$ cat src/i2c_port_pkg.sv
// constants, timing counts and state codes for the two-wire slave register port
// assumes a 125 MHz system clock and a bus master far slower than that clock
package i2c_port_pkg;

    localparam int unsigned SYS_CLK_PERIOD_NS = 8;
    // spikes shorter than this on either line are swallowed by the filter
    localparam int unsigned GLITCH_REJECT_NS  = 20;
    localparam int unsigned FILTER_LEN        =
        (GLITCH_REJECT_NS + SYS_CLK_PERIOD_NS - 1) / SYS_CLK_PERIOD_NS;

    localparam logic [6:0] DEV_ADDR       = 7'h2c;
    localparam logic [7:0] FAULT_REG_ADDR = 8'h02;
    localparam logic [7:0] PTR_RESET      = 8'h00;
    localparam logic [7:0] PTR_STEP       = 8'h01;
    localparam logic [3:0] BITS_PER_BYTE  = 4'h8;
    localparam logic [2:0] TX_LAST_BIT    = 3'h7;
    localparam logic       RW_READ        = 1'b1;
    localparam logic       LINE_IDLE      = 1'b1;

    // gray codes along address -> pointer -> write data, and address -> read data
    typedef enum logic [3:0] {
        ST_IDLE     = 4'h0,
        ST_ADDR     = 4'h1,
        ST_ADDR_ACK = 4'h3,
        ST_PTR      = 4'h2,
        ST_PTR_ACK  = 4'h6,
        ST_WDATA    = 4'h7,
        ST_WACK     = 4'h5,
        ST_RDATA    = 4'hb,
        ST_RACK     = 4'ha
    } port_state_t;

endpackage : i2c_port_pkg

$ cat src/i2c_slave_register_port.sv
// two-wire slave port giving an outside master byte access to the control registers
// assumes a register array beside it that answers reg_rdata_i combinationally
// for reg_addr_o, and pull-ups on both bus lines
`timescale 1ns/1ps
`default_nettype none
// Functional notes
// - data changes only while clock low
// - sda fall with clock high: start
// - sda rise with clock high: stop, idle
// - eight bits, msb first, then ack slot
// - transmitter releases, receiver holds ack low
// - own bus address is 0x2c
// - eighth address bit selects direction
// - ack only matching address, else ignore
// - write: pointer byte, then data stored
// - pointer increments after each written byte
// - read after pointer write and restart
// - master ack increments pointer, next byte
// - nack then stop ends read, release
// - repeated start restarts address reception
// - slave only, never drives clock
// - busy from start until stop
// - reading fault register clears fault flags
module i2c_slave_register_port (
    input  wire logic       clk_sys_i,
    input  wire logic       rst_n_i,
    input  wire logic       scl_i,
    input  wire logic       sda_i,
    input  wire logic [7:0] reg_rdata_i,
    output logic            sda_out_o,
    output logic            sda_oe_n_o,
    output logic [7:0]      reg_addr_o,
    output logic [7:0]      reg_wdata_o,
    output logic            reg_wr_o,
    output logic            reg_rd_o,
    output logic            fault_clear_o,
    output logic            bus_busy_o
);
    import i2c_port_pkg::*;

    logic        scl_f;
    logic        sda_f;
    logic        scl_rise;
    logic        scl_fall;
    logic        start_pulse;
    logic        stop_pulse;

    port_state_t state_reg,   state_next;
    logic [7:0]  rx_shift_reg, rx_shift_next;
    logic [3:0]  rx_cnt_reg,  rx_cnt_next;
    logic [7:0]  tx_shift_reg, tx_shift_next;
    logic [2:0]  tx_cnt_reg,  tx_cnt_next;
    logic [7:0]  ptr_reg,     ptr_next;
    logic [7:0]  wdata_reg,   wdata_next;
    logic        rw_reg,      rw_next;
    logic        ack_reg,     ack_next;
    logic        oe_n_reg,    oe_n_next;
    logic        busy_reg,    busy_next;
    logic        wr_reg,      wr_next;
    logic        rd_reg,      rd_next;
    logic        clr_reg,     clr_next;
    logic        sda_out_reg;

    // both lines see the same delay, so start and stop ordering survives filtering
    line_filter u_scl_filter (
        .clk_sys_i (clk_sys_i),
        .rst_n_i   (rst_n_i),
        .raw_i     (scl_i),
        .level_o   (scl_f)
    );

    line_filter u_sda_filter (
        .clk_sys_i (clk_sys_i),
        .rst_n_i   (rst_n_i),
        .raw_i     (sda_i),
        .level_o   (sda_f)
    );

    bus_events u_events (
        .clk_sys_i  (clk_sys_i),
        .rst_n_i    (rst_n_i),
        .scl_i      (scl_f),
        .sda_i      (sda_f),
        .scl_rise_o (scl_rise),
        .scl_fall_o (scl_fall),
        .start_o    (start_pulse),
        .stop_o     (stop_pulse)
    );

    wire        receiving  = (state_reg == ST_ADDR) || (state_reg == ST_PTR) ||
                             (state_reg == ST_WDATA);
    wire        byte_done  = scl_fall && (rx_cnt_reg == BITS_PER_BYTE);
    wire        addr_match = (rx_shift_reg[7:1] == DEV_ADDR) && busy_reg;
    wire        rw_bit     = rx_shift_reg[0];
    wire [7:0]  rx_shifted = {rx_shift_reg[6:0], sda_f};
    wire [7:0]  tx_shifted = {tx_shift_reg[6:0], 1'b0};
    wire [7:0]  ptr_inc    = 8'(ptr_reg + PTR_STEP);
    wire [3:0]  rx_cnt_inc = 4'(rx_cnt_reg + 4'h1);
    wire [2:0]  tx_cnt_inc = 3'(tx_cnt_reg + 3'h1);
    wire        tx_done    = (tx_cnt_reg == TX_LAST_BIT);
    wire        fault_read = (ptr_reg == FAULT_REG_ADDR);

    always_comb begin
        state_next    = state_reg;
        rx_shift_next = rx_shift_reg;
        rx_cnt_next   = rx_cnt_reg;
        tx_shift_next = tx_shift_reg;
        tx_cnt_next   = tx_cnt_reg;
        ptr_next      = ptr_reg;
        wdata_next    = wdata_reg;
        rw_next       = rw_reg;
        ack_next      = ack_reg;
        oe_n_next     = oe_n_reg;
        busy_next     = busy_reg;
        wr_next       = 1'b0;
        rd_next       = 1'b0;
        clr_next      = 1'b0;
        // an sda change while scl is high is always a start or stop, and either
        // one aborts whatever transfer is in flight
        if (start_pulse) begin
            state_next  = ST_ADDR;
            rx_cnt_next = 4'h0;
            oe_n_next   = 1'b1;
            busy_next   = 1'b1;
        end else if (stop_pulse) begin
            state_next = ST_IDLE;
            oe_n_next  = 1'b1;
            busy_next  = 1'b0;
        end else begin
            unique case (state_reg)
                ST_IDLE: begin
                    oe_n_next = 1'b1;
                end
                ST_ADDR, ST_PTR, ST_WDATA: begin
                    if (scl_rise) begin
                        rx_shift_next = rx_shifted;
                        rx_cnt_next   = rx_cnt_inc;
                    end else if (byte_done) begin
                        rx_cnt_next = 4'h0;
                        if (state_reg == ST_ADDR) begin
                            if (addr_match) begin
                                rw_next    = rw_bit;
                                oe_n_next  = 1'b0;
                                state_next = ST_ADDR_ACK;
                            end else begin
                                state_next = ST_IDLE;
                            end
                        end else if (state_reg == ST_PTR) begin
                            ptr_next   = rx_shift_reg;
                            oe_n_next  = 1'b0;
                            state_next = ST_PTR_ACK;
                        end else begin
                            wdata_next = rx_shift_reg;
                            wr_next    = 1'b1;
                            oe_n_next  = 1'b0;
                            state_next = ST_WACK;
                        end
                    end
                end
                ST_ADDR_ACK: begin
                    if (scl_fall) begin
                        if (rw_reg == RW_READ) begin
                            tx_shift_next = reg_rdata_i;
                            tx_cnt_next   = 3'h0;
                            oe_n_next     = reg_rdata_i[7];
                            state_next    = ST_RDATA;
                        end else begin
                            oe_n_next  = 1'b1;
                            state_next = ST_PTR;
                        end
                    end
                end
                ST_PTR_ACK: begin
                    if (scl_fall) begin
                        oe_n_next  = 1'b1;
                        state_next = ST_WDATA;
                    end
                end
                ST_WACK: begin
                    if (scl_fall) begin
                        oe_n_next  = 1'b1;
                        ptr_next   = ptr_inc;
                        state_next = ST_WDATA;
                    end
                end
                ST_RDATA: begin
                    if (scl_fall) begin
                        if (tx_done) begin
                            oe_n_next  = 1'b1;
                            state_next = ST_RACK;
                        end else begin
                            tx_shift_next = tx_shifted;
                            tx_cnt_next   = tx_cnt_inc;
                            oe_n_next     = tx_shift_reg[6];
                        end
                    end
                end
                ST_RACK: begin
                    if (scl_rise) begin
                        rd_next  = 1'b1;
                        clr_next = fault_read;
                        ack_next = ~sda_f;
                        if (!sda_f) begin
                            ptr_next = ptr_inc;
                        end
                    end else if (scl_fall) begin
                        if (ack_reg) begin
                            tx_shift_next = reg_rdata_i;
                            tx_cnt_next   = 3'h0;
                            oe_n_next     = reg_rdata_i[7];
                            state_next    = ST_RDATA;
                        end else begin
                            oe_n_next  = 1'b1;
                            state_next = ST_IDLE;
                        end
                    end
                end
            endcase
        end
    end

    always_ff @(posedge clk_sys_i or negedge rst_n_i) begin
        if (!rst_n_i) begin
            state_reg    <= ST_IDLE;
            rx_shift_reg <= 8'h00;
            rx_cnt_reg   <= 4'h0;
            tx_shift_reg <= 8'h00;
            tx_cnt_reg   <= 3'h0;
            ptr_reg      <= PTR_RESET;
            wdata_reg    <= 8'h00;
            rw_reg       <= 1'b0;
            ack_reg      <= 1'b0;
        end else begin
            state_reg    <= state_next;
            rx_shift_reg <= rx_shift_next;
            rx_cnt_reg   <= rx_cnt_next;
            tx_shift_reg <= tx_shift_next;
            tx_cnt_reg   <= tx_cnt_next;
            ptr_reg      <= ptr_next;
            wdata_reg    <= wdata_next;
            rw_reg       <= rw_next;
            ack_reg      <= ack_next;
        end
    end

    always_ff @(posedge clk_sys_i or negedge rst_n_i) begin
        if (!rst_n_i) begin
            oe_n_reg    <= 1'b1;
            busy_reg    <= 1'b0;
            wr_reg      <= 1'b0;
            rd_reg      <= 1'b0;
            clr_reg     <= 1'b0;
            sda_out_reg <= 1'b0;
        end else begin
            oe_n_reg    <= oe_n_next;
            busy_reg    <= busy_next;
            wr_reg      <= wr_next;
            rd_reg      <= rd_next;
            clr_reg     <= clr_next;
            sda_out_reg <= 1'b0;
        end
    end

    // no clock output exists at all: the port can only stretch nothing and drive nothing
    // on scl, and it never makes its own start or stop
    assign sda_out_o     = sda_out_reg;
    assign sda_oe_n_o    = oe_n_reg;
    assign reg_addr_o    = ptr_reg;
    assign reg_wdata_o   = wdata_reg;
    assign reg_wr_o      = wr_reg;
    assign reg_rd_o      = rd_reg;
    assign fault_clear_o = clr_reg;
    assign bus_busy_o    = busy_reg;

    start_addr_a: assert property (
        @(posedge clk_sys_i) disable iff (!rst_n_i)
        start_pulse |=> (state_reg == ST_ADDR) && sda_oe_n_o && bus_busy_o)
        else $error("start did not restart address reception");

    stop_idle_a: assert property (
        @(posedge clk_sys_i) disable iff (!rst_n_i)
        stop_pulse |=> (state_reg == ST_IDLE) && sda_oe_n_o && !bus_busy_o)
        else $error("stop did not return to idle");

    idle_release_a: assert property (
        @(posedge clk_sys_i) disable iff (!rst_n_i)
        (state_reg == ST_IDLE) |-> sda_oe_n_o && !sda_out_o)
        else $error("sda driven while idle");

    addr_miss_a: assert property (
        @(posedge clk_sys_i) disable iff (!rst_n_i)
        (state_reg == ST_ADDR && byte_done && !start_pulse && !stop_pulse &&
         rx_shift_reg[7:1] != DEV_ADDR) |=> (state_reg == ST_IDLE) && sda_oe_n_o)
        else $error("foreign address was not ignored");

    ack_hold_a: assert property (
        @(posedge clk_sys_i) disable iff (!rst_n_i)
        (state_reg == ST_ADDR_ACK || state_reg == ST_PTR_ACK || state_reg == ST_WACK)
        |-> !sda_oe_n_o)
        else $error("ack slot not held low");

    write_store_a: assert property (
        @(posedge clk_sys_i) disable iff (!rst_n_i)
        (state_reg == ST_WDATA && byte_done && !start_pulse && !stop_pulse)
        |=> reg_wr_o && (reg_wdata_o == $past(rx_shift_reg)) && (state_reg == ST_WACK))
        else $error("data byte not stored");

    write_inc_a: assert property (
        @(posedge clk_sys_i) disable iff (!rst_n_i)
        (state_reg == ST_WACK && scl_fall && !start_pulse && !stop_pulse)
        |=> (reg_addr_o == 8'($past(reg_addr_o) + 8'h01)))
        else $error("write pointer not incremented");

    read_inc_a: assert property (
        @(posedge clk_sys_i) disable iff (!rst_n_i)
        (state_reg == ST_RACK && scl_rise && !sda_f && !start_pulse && !stop_pulse)
        |=> reg_rd_o && (reg_addr_o == 8'($past(reg_addr_o) + 8'h01)))
        else $error("read pointer not incremented on ack");

    fault_clr_a: assert property (
        @(posedge clk_sys_i) disable iff (!rst_n_i)
        fault_clear_o |-> reg_rd_o && ($past(reg_addr_o) == FAULT_REG_ADDR))
        else $error("fault clear without fault register read");

    nack_end_a: assert property (
        @(posedge clk_sys_i) disable iff (!rst_n_i)
        (state_reg == ST_RACK && !ack_reg && scl_fall && !start_pulse && !stop_pulse)
        |=> (state_reg == ST_IDLE) ##1 sda_oe_n_o)
        else $error("sda not released after nack");

    rx_release_a: assert property (
        @(posedge clk_sys_i) disable iff (!rst_n_i)
        receiving |-> sda_oe_n_o)
        else $error("sda driven while master sends");

    free_release_a: assert property (
        @(posedge clk_sys_i) disable iff (!rst_n_i)
        !bus_busy_o |-> sda_oe_n_o)
        else $error("sda driven outside a transfer");

    rd_strobe_a: assert property (
        @(posedge clk_sys_i) disable iff (!rst_n_i)
        reg_rd_o |-> $past(state_reg == ST_RACK) && (state_reg == ST_RACK))
        else $error("read strobe outside ack slot");
endmodule : i2c_slave_register_port
`default_nettype wire

$ cat src/line_filter.sv
// two-flop synchroniser plus run-length filter for one bus line
// assumes the line idles high and changes far slower than the system clock
`timescale 1ns/1ps
`default_nettype none
module line_filter (
    input  wire logic clk_sys_i,
    input  wire logic rst_n_i,
    input  wire logic raw_i,
    output logic      level_o
);
    import i2c_port_pkg::*;

    logic                  sync1_reg;
    logic                  sync2_reg;
    logic [FILTER_LEN-1:0] hist_reg;
    logic                  level_reg;
    wire                   all_high = &hist_reg;
    wire                   all_low  = ~|hist_reg;

    always_ff @(posedge clk_sys_i or negedge rst_n_i) begin
        if (!rst_n_i) begin
            sync1_reg <= LINE_IDLE;
            sync2_reg <= LINE_IDLE;
            hist_reg  <= {FILTER_LEN{LINE_IDLE}};
            level_reg <= LINE_IDLE;
        end else begin
            sync1_reg <= raw_i;
            sync2_reg <= sync1_reg;
            hist_reg  <= {hist_reg[FILTER_LEN-2:0], sync2_reg};
            // level moves only after a full run of equal samples
            if (all_high) begin
                level_reg <= 1'b1;
            end else if (all_low) begin
                level_reg <= 1'b0;
            end
        end
    end

    assign level_o = level_reg;
endmodule : line_filter
`default_nettype wire

$ cat src/bus_events.sv
// start, stop and clock edge pulses from the filtered bus lines
// assumes both inputs come from identical filters, so their relative timing holds
`timescale 1ns/1ps
`default_nettype none
module bus_events (
    input  wire logic clk_sys_i,
    input  wire logic rst_n_i,
    input  wire logic scl_i,
    input  wire logic sda_i,
    output logic      scl_rise_o,
    output logic      scl_fall_o,
    output logic      start_o,
    output logic      stop_o
);
    import i2c_port_pkg::*;

    logic scl_prev_reg;
    logic sda_prev_reg;

    always_ff @(posedge clk_sys_i or negedge rst_n_i) begin
        if (!rst_n_i) begin
            scl_prev_reg <= LINE_IDLE;
            sda_prev_reg <= LINE_IDLE;
        end else begin
            scl_prev_reg <= scl_i;
            sda_prev_reg <= sda_i;
        end
    end

    wire scl_held_high = scl_prev_reg & scl_i;

    assign scl_rise_o = scl_i & ~scl_prev_reg;
    assign scl_fall_o = ~scl_i & scl_prev_reg;
    assign start_o    = scl_held_high & sda_prev_reg & ~sda_i;
    assign stop_o     = scl_held_high & ~sda_prev_reg & sda_i;
endmodule : bus_events
`default_nettype wire

$ cat config.mk
export PLATFORM = sky130hd
export DESIGN_NAME = i2c_slave_register_port
export DESIGN_NICKNAME = d
export VERILOG_FILES = /design/src/i2c_port_pkg.sv /design/src/i2c_slave_register_port.sv /design/src/line_filter.sv /design/src/bus_events.sv
export SDC_FILE = /design/constraint.sdc
export NUM_CORES = 1
export LEC_CHECK = 0
export BUFFER_PORTS_ARGS = -buffer_cell sky130_fd_sc_hd__buf_2
export CAP_MARGIN = 20
export CELL_PAD_IN_SITES_DETAIL_PLACEMENT = 2
export CELL_PAD_IN_SITES_GLOBAL_PLACEMENT = 2
export CORE_ASPECT_RATIO = 1.4
export CORE_MARGIN = 8
export CORE_UTILIZATION = 38
export DETAILED_ROUTE_END_ITERATION = 16
export GPL_TIMING_DRIVEN = 1
export PLACE_DENSITY_LB_ADDON = 0.1
export REMOVE_ABC_BUFFERS = 1
export SETUP_SLACK_MARGIN = 0.5
export SLEW_MARGIN = 20
export SYNTH_ARGS = -nofsm -noshare
export SYNTH_HDL_FRONTEND = slang
export SYNTH_HIERARCHICAL = 1
export SYNTH_SLANG_ARGS = --single-unit
export TNS_END_PERCENT = 1
$ cat constraint.sdc
create_clock -name clk_sys_i -period 3.15 [get_ports clk_sys_i]
set_clock_uncertainty 0.05 [all_clocks]
set_input_delay 0 -clock clk_sys_i [delete_from_list [all_inputs] [get_ports clk_sys_i]]
set_output_delay 0 -clock clk_sys_i [all_outputs]
set_load 0.03 [all_outputs]
Yosys cells after proc, flatten, opt, wreduce, memory -nomap -nowiden
Index checks and enable logic that the tools add are counted.
Operators by class
  $add $sub $neg: 3
  eq/ne operators: 38
  muxes and demuxes: 81
  bitwise operators: 16
  reduce and logical (&&, ||, !) cells: 24
Operator list (count)
  $mux W4: 18
  $mux W8: 7
  $mux W7: 7
  $mux W1: 35
  $ne A2 B2 Y1 const B: 15
  $ne A4 B4 Y1 const B: 7
  $pmux W8 S3: 1
  $mux W3: 7
  $pmux W7 S3: 1
  $pmux W4 S5: 1
  $reduce_and A10 Y1: 2
  $reduce_and A7 Y1: 2
  $eq A4 B3 Y1 const B: 3
  $eq A4 B4 Y1 const B: 3
  $not A1 Y1: 9
  $pmux W3 S3: 1
  $reduce_and A3 Y1: 3
  $reduce_and A9 Y1: 1
  $reduce_bool A3 Y1: 3
  $reduce_or A3 Y1: 3
  $add A8 B1 Y8 const B: 1
  $eq A4 B2 Y1 const B: 2
  $eq A8 B2 Y1 const B: 1
  $reduce_and A4 Y1: 2
  17 further kinds: 27
Storage, ports and cells
  register bits after elaboration: 63
  input port bits: 12
  logic and storage cells: 186

Logic depth before layout (Yosys ltp)
Gate-level depths: netlist (run 1).
  depth in word-level cells: 9
  mapped depth: 8
  depth with buffers taken out: 7

Modules after synthesis
The synthesis (run 1) kept the hierarchy.
Modules (own cells, without submodules)
  i2c_slave_register_port: times used 1, cells an instance 277, area each 2743.9 µm², sequential area each 1227.4 µm²
  line_filter: times used 2, cells an instance 10, area each 176.4 µm², sequential area each 157.7 µm²
  bus_events: times used 1, cells an instance 6, area each 85.1 µm², sequential area each 52.6 µm²

Worst setup path after synthesis (run 1)
OpenSTA, ideal clock, no wires.
  path type: register -> register
  from: register u_events.scl_prev_reg
  to: register state_reg[2]
  arrival: 2.136 ns
  data required time: 2.978 ns
  path slack: 0.842 ns
  cell stages (with the launch flop): 8
  period minus slack after synthesis: 2.308 ns
  cell sequence: dfstp_2 > nor2b_1 > buf_2 > nand4b_2 > a22o_1 > a221oi_1 > a311oi_1 > a32o_1
Between the ends
  elaborated cells on any way between the ends: 21
  those cells by class: 8 x eq/ne; 2 x mux; 8 x bitwise; 3 x reduce/logical
RTL lines
  from (decl): RTL line bus_events.sv:17  | logic scl_prev_reg;
  from (signal assigned): RTL line bus_events.sv:25  | scl_prev_reg <= scl_i;
  $and A1 B1 Y1 *: RTL line bus_events.sv:33  | assign scl_fall_o = ~scl_i & scl_prev_reg;
  via scl_fall: RTL line i2c_slave_register_port.sv:44  | logic scl_fall;
  $logic_and A1 B1 Y1: RTL line i2c_slave_register_port.sv:92  | wire byte_done = scl_fall && (rx_cnt_reg == BITS_PER_BYTE);
  $ne A4 B4 Y1 (no source line)
  $reduce_and A9 Y1 (no source line) *
  to (signal assigned): RTL line i2c_slave_register_port.sv:234  | state_reg <= state_next;
  to (decl): RTL line i2c_slave_register_port.sv:48  | port_state_t state_reg, state_next;
Mark *: on every way through the listed nets, which the timed path passes. The rest lies on a longest branch.
A chain may end at the register's enable or synchronous reset.

Worst setup path in the final report (run 1)
  from: register u_sda_filter.level_reg (netlist: u_sda_filter/level_o)
  to: register rx_shift_reg[2]
Between the ends
  cells in the longest elaborated chain, start to end: 4
  elaborated cells on any way between the ends: 6
  those cells by class: 5 x bitwise; 1 x reduce/logical
RTL lines
  from (decl): RTL line line_filter.sv:16  | logic level_reg;
  from (signal assigned): RTL line line_filter.sv:25  | level_reg <= LINE_IDLE;
  from (signal assigned): RTL line line_filter.sv:32  | level_reg <= 1'b1;
  from (signal assigned): RTL line line_filter.sv:34  | level_reg <= 1'b0;
  $not A1 Y1: RTL line bus_events.sv:34  | assign start_o = scl_held_high & sda_prev_reg & ~sda_i;
  $and A1 B1 Y1: RTL line bus_events.sv:34
  $not A1 Y1 (no source line)
  $reduce_and A4 Y1 (no source line) *
  to (signal assigned): RTL line i2c_slave_register_port.sv:235  | rx_shift_reg <= rx_shift_next;
  to (decl): RTL line i2c_slave_register_port.sv:49  | logic [7:0] rx_shift_reg, rx_shift_next;
Every way passes the cells marked *; elsewhere a longest branch is shown, timed or not.

==> impl_results.md, run 1 <==
- # H-tree levels: 3
- Hold Fails Final Rpt: 1
- Core footprint: slightly above 8000 um2
- Setup-failing EPs final: 0
- Row cnt: 39
- Post-synthesis register bit count: 63
- CP max FO: 9
- Setup WS post-layout: slightly above 0.6 ns
- Commonest cells after routing, fill and taps aside: dfrtp_1, buf_2, nand2_1, o21ai_0, a21oi_1
- Min Tclk post-route: approximately 2.5 ns
- WP buf/inv: 1
- Vias in the first global route: approximately 3000
- Die Y-Extent: 124 um
- Dpl cells: roughly 430
- Ant diodes: 0
- Synth top area cells: dfrtp_1, dfstp_2, mux2_2
- Worst-Margin Slew: 0.650 ns
- Clock buffer depth: 2
- Die Wd: approximately 93 um
- Crit path max-delay family: simple AND/OR/NAND/NOR gates
- Mapped Cells: 303
- Initial DRC count: 69
- Worst-path clk slew: roughly 0.060 ns
- Synth Area per Inst: roughly 11 um2
- Final core occ: approximately 48%
- Number of distinct library cells after synthesis: between 50 and 60
- RSZ-0062 raised after global routing: no
- Highest clock rate: just under 400 MHz
- Share of the synthesized area in the top cell type: between 30% and 40%
- Predominant post-synthesis flop cell: dfrtp_1
- Max-slew headroom: between 50% and 60%
- Root buf cell: clkbuf_16
- Slowest stage cell, crit path: or4_1
- Pre-antenna DRT Iters: 4
- Post-route ant nets: 0
- Commonest non-fill, non-tap cell in the layout: dfrtp_1
- Starting Density: around two fifths
- Syn. warnings: 6
- # IOs: 34
- Critical path capture point type: register
- Cell Area, Synth: 3180 um2
- Post-route setup TNS: 0 ns
- Synth-to-Final Area Change: 21.9%
- Clk sink count: 63
- Routed wire length: a little under 10000 um
- CP required: ~3.3 ns
- Fin cells: ~460
- Final Max Tran Viols: 0
- Post-synthesis sequential area ratio: 50.1%
- Pin count of the biggest net entering global routing: 39
- Setup CP Type: reg2reg
- Nets: 370
- Worst path arrival time: roughly 2.7 ns
- Vias per cell: 5.68
- Initial antenna violation count: 0
- Asr flop ratio synth: 100%
- Post-synth EDFFs: 0
- Placement Setup Slack: ~0.53 ns
- Period utilization: 80.7%
- IO Port Bufs: 32
- CP cell instances: and4b_1, buf_4, or4_1, mux2_4
- Dpl hpwl: roughly 6600 um
- Crit path launch type: register
- Pwr Density: roughly 680 nW/um2
- Global-route total usage across every layer: between 10% and 20%
- P_leak: around 0.0018 uW
- GPL Wtd Cong: around 0.8
- Failing checks: hold timing
- Worst hold-check path type: in2reg
- Worst path max stage delay: approximately 0.80 ns
- Fin Hold WS: -0.0244 ns
- DRC violations left: 0
- Worst IR drop on VDD: around 0.38 mV
- Worst-Skew Late Latency: 0.34 ns
- Finished Cell Area: ~3900 um2
- First-pass GRT wire length: roughly 16000 um
- Setup bufs post-CTS: 0
- Num CTS Buffers: 9
- Cell taking the most area after synthesis: dfrtp_1
- Status: finished with violations
- Vias: between 2000 and 3000
- Ratio of cells with drive above 1 in the final layout: ~30%
- Post-placement cell area: roughly 3500 um2
- Drt wl/cell: about 21 um
- Die area: ~12000 um2
- GRT Residual Overflow: 0
- Max_cap viols: 0
- CTS tree: yes
[synth_stat cells, types with 2 or more instances]
library cell / count
nor4b_1: 3
nand3_1: 10
ha_1: 6
nand2_1: 29
nor4_1: 3
o21a_1: 2
nor2_1: 12
dfstp_2: 15
mux2i_1: 7
o32ai_1: 3
or2_2: 2
a21o_1: 3
o21ai_1: 4
mux2_2: 11
o21ai_0: 23
mux2_4: 8
dfrtp_1: 48
a211o_1: 2
nor3_1: 4
buf_4: 2
o211ai_1: 2
o32a_1: 2
a211oi_1: 2
and3_1: 5
a31o_2: 2
and4b_1: 4
inv_1: 12
nand2b_1: 8
a21oi_1: 19
a31oi_1: 3
o22ai_1: 2
a22o_1: 2
a22oi_1: 3
nor2b_1: 8
clkbuf_1: 9
buf_2: 6
[kinds of logic (layout without fill, tap and decap cells)]
kind of cell             Yosys count  after routing  share of synthesized area [%]
AND/OR/NAND/NOR                   93             93                           16.3
AO/OA/AOI/OAI                     84             84                           17.1
flip-flops                        63             63                           50.1
buffers and inverters             29             83                           3.89
multiplexers                      26             26                           9.87
adder cells (fa/ha/maj)            6              6                           2.36
other                              1              1                          0.118
XOR/XNOR                           1              1                          0.275
[metal layers]
layer | wire length [um] | vias up | global-route usage (%)
met4 | 245 | 0 | 8.00
met2 | 5400 | 43 | 32.8
met3 | 262 | 20 | 3.80
met5 | 0 | - | 0
li1 | - | 1209 | -
met1 | 3820 | 1335 | 18.9
[power by group]
part           switching [uW]  internal [uW]  total, uW
clock network             407            565        971
logic                     314            259        573
registers                 153            921       1070
[worst reg2reg max path, stage by stage (launching register included)]
cell and delay (ns):
dfstp_2 0.62, and4b_1 0.34, buf_4 0.20, or4_1 0.80
mux2_4 0.41
[layout make-up]
cell class / instances / area, um2
clock buffer: 10 / 239
clock inverter: 6 / 51.3
fill: 835 / 4270
inverter: 12 / 45.0
multi-input combinational: 211 / 1460
sequential: 63 / 1600
tap: 102 / 128
timing repair buffer: 55 / 355
[stage by stage]
| step | hold slack [ns] | power [uW] |
|---|---|---|
| floorplan | -0.346 | 1390 |
| finish | -0.0244 | 2620 |
| CTS | 0.0232 | 2640 |
| global placement | 0.0152 | 1610 |
| detailed placement | 0.0131 | 1640 |
| global route | 0.0248 | 2730 |
[final timing paths]
| kind | slack [ns] | from | depth (start not counted) | endpoint |
|---|---|---|---|---|
| max | 0.61 | u_sda_filter/level_o | 4 | rx_shift_reg[2] |
| min | -0.02 | reg_rdata_i[1] | 3 | tx_shift_reg[1] |
| max reg2reg | 0.61 | u_sda_filter/level_o | 4 | rx_shift_reg[2] |
| min reg2reg | 0.31 | u_scl_filter/sync2_reg | 0 | u_scl_filter/hist_reg[0] |
| max in group asynchronous | 1.94 | rst_n_i | 3 | u_scl_filter/sync2_reg |
| min in group asynchronous | 0.16 | rst_n_i | 2 | tx_shift_reg[4] |
[repair_timing]
| action | CTS | global route |
|---|---|---|
| endpoints found under the setup margin | 0 | 9 |
| gates resized for setup | 0 | 1 |
| hold endpoints to repair | 31 | 0 |
| hold buffers | 9 | 0 |
Power figures use the tool's default switching activity.
==> run 2, diff against run 1 <==
- CORE_UTILIZATION: 38 -> 34
- clock period: 3.15 -> 2.15 ns (I/O delays scaled with it)
==> run 2 against run 1 <==
  * The flow finishes with violations (setup timing)
  * Sequential power up 45%
  * Total power is 53% higher
  * Sequential share of layout area down 4.0 points
  * Non-clock buffer count grew 29
  * Clock power increased by 47%
  * Maximum frequency increased by 16%
  * Die area grew 10%
  * Highest routed layer unchanged
  * Combinational power is 82% higher
  * Global-route usage down 1.4 points
  * Register-to-register slack worse by 0.64 ns
==> impl_results.md, run 2 (synthesized netlist as in run 1, its figures left out) <==
- Worst IR drop on VDD: 0.569 mV (+50%)
- Final core occ: 46.2% (-1.4 points)
- Critical path capture point type: register
- CP required: 2.31 ns (-1.01 ns)
- GRT Residual Overflow: 0 (unchanged)
- P_leak: 0.00203 uW (+11%)
- CTS tree: yes
- Failing checks: setup timing
- Crit path max-delay family: simple AND/OR/NAND/NOR gates
- Top layer in use: met4
- Pre-antenna DRT Iters: 4 (unchanged)
- Vias in the first global route: 3067 (+3.0%)
- Commonest cells after routing, fill and taps aside: dfrtp_1, buf_2, buf_4, nand2_1, o21ai_0
- CP cell instances: or3b_4, o32a_1, or4_4, buf_6, mux2_4
- First-pass GRT wire length: 16300 um (+1.2%)
- Setup-failing EPs final: 8 (+8)
- Hold Fails Final Rpt: 0 (-1)
- Period utilization: 102% (+21 points)
- # H-tree levels: 3 (unchanged)
- Nets: 399 (+7.8%)
- Slowest stage cell, crit path: or4_4
- Worst hold-check path type: in2reg
- # IOs: 34 (unchanged)
- Die Wd: 97.8 um (+4.7%)
- Worst path arrival time: 2.34 ns (-0.37 ns)
- Setup CP Type: reg2reg
- Starting Density: 34.2% (-4.8 points)
- Crit path launch type: register
- Pin count of the biggest net entering global routing: 64 (+64%)
- Filler cell count: 988 (+18%)
- Num CTS Buffers: 9 (unchanged)
- Ratio of cells with drive above 1 in the final layout: 39.9% (+10 points)
- WP buf/inv: 1 (unchanged)
- Worst path max stage delay: 0.47 ns (-0.33 ns)
- Die Y-Extent: 130 um (+5.0%)
- Routed wire length: 10100 um (+4.0%)
- Clock buffer depth: 2 (unchanged)
- Routed wl met2: 5550 um (+2.8%)
- Max_cap viols: 0 (unchanged)
- GPL Wtd Cong: 0.834 (+3.8%)
- Setup bufs post-CTS: 0 (unchanged)
- Highest clock rate: 457 MHz (+16%)
- Vias: 2707 (+3.8%)
- Post-route ant nets: 0 (unchanged)
- Status: finished with violations
- Global-route total usage across every layer: 16.5% (-1.4 points)
- R2R setup slack: -0.04 ns (-0.64 ns)
- Root buf cell: clkbuf_16
- Total power: 4020 uW (+53%)
- Initial antenna violation count: 0 (unchanged)
- Final Max Tran Viols: 0 (unchanged)
- Min Tclk post-route: 2.19 ns (-0.355 ns)
- Row cnt: 42 (+7.7%)
- Pwr Density: 935 nW/um2 (+38%)
- Hold_sp: reg_rdata_i[7]
- CP max FO: 6 (-3)
- Dpl hpwl: 7110 um (+7.9%)
- Clk sink count: 63 (unchanged)
- Worst-path clk slew: 0.06 ns (about the same)
- Met3 WL post-DR: 271 um (+3.4%)
- Worst-Skew Late Latency: 0.33 ns (about the same)
- Vias per cell: 5.46 (-3.9%)
- Ant diodes: 0 (unchanged)
- Core footprint: 9300 um2 (+14%)
- DRT met1 WL: 4080 um (+7.0%)
- Synth-to-Final Area Change: 35.0%
- Crit path from: state_reg[2]
- Drt wl/cell: 20.4 um (-3.7%)
- Setup WS post-layout: -0.0373 ns (-0.645 ns)
- RSZ-0062 raised after global routing: yes
- DRC violations left: 0 (unchanged)
- Die area: 12800 um2 (+10%)
- Initial DRC count: 83 (+20%)
- RR Startpoint: state_reg[2]
- Fin Hold WS: 0.122 ns (+0.147 ns)
- Commonest non-fill, non-tap cell in the layout: dfrtp_1
- IO Port Bufs: 32 (unchanged)
[run 2: layout make-up]
type	instances	area, um2	area share, %
Multi-Input combinational cell	211	1590	36.9
Clock inverter	6	61.3	1.43
Tap cell	110	138	3.20
Timing Repair Buffer	84	639	14.9
Clock buffer	10	229	5.33
Sequential cell	63	1600	37.2
Inverter	12	45.0	1.05
[run 2: worst min-delay path, stage by stage]
cell	delay [ns]
buf_2	0.09
nand3_1	0.07
o21ai_0	0.08
a211oi_1	0.07
mux2i_1	0.14
[run 2: layer usage]
layer | up-vias | global-route usage, %
li1 | 1254 | -
met1 | 1391 | 17.5
met2 | 48 | 31.5
met3 | 14 | 3.08
met4 | 0 | 6.91
met5 | - | 0
[run 2: repair_timing]
action | in CTS | in global routing
hold buffers | 10 | 0
endpoints found under the setup margin | 47 | 48
hold endpoints to repair | 72 | 0
gates resized for setup | 21 | 17
pin swaps | 3 | 1
cloned | 1 | 0
[run 2: worst paths after layout]
check,end,depth (start not counted)
max,rx_shift_reg[5],5
min,sda_oe_n_o,5
max reg2reg,rx_shift_reg[5],5
min reg2reg,u_scl_filter/sync2_reg,0
max in group asynchronous,sda_oe_n_o,3
min in group asynchronous,reg_rd_o,3
[run 2: metrics by stage]
step                instances  worst slack, ns  TNS [ns]  cell area, um2
floorplan                 286           -0.346     -5.01            3100
global placement          469          -0.0812    -0.648            3750
detailed placement        469           -0.100     -1.15            3750
CTS                       496          -0.0201   -0.0846            4220
global route              496          -0.0744    -0.692            4300
finish                    496          -0.0373    -0.228            4300
[run 2: where the power goes]
group	total (uW)	internal, uW	leakage (uW)	switching, uW
Sequential	1550	1350	0.000765	198
Combinational	1040	506	0.00112	530
Clock	1430	893	0.000142	540
Total	4020	2750	0.00203	1270
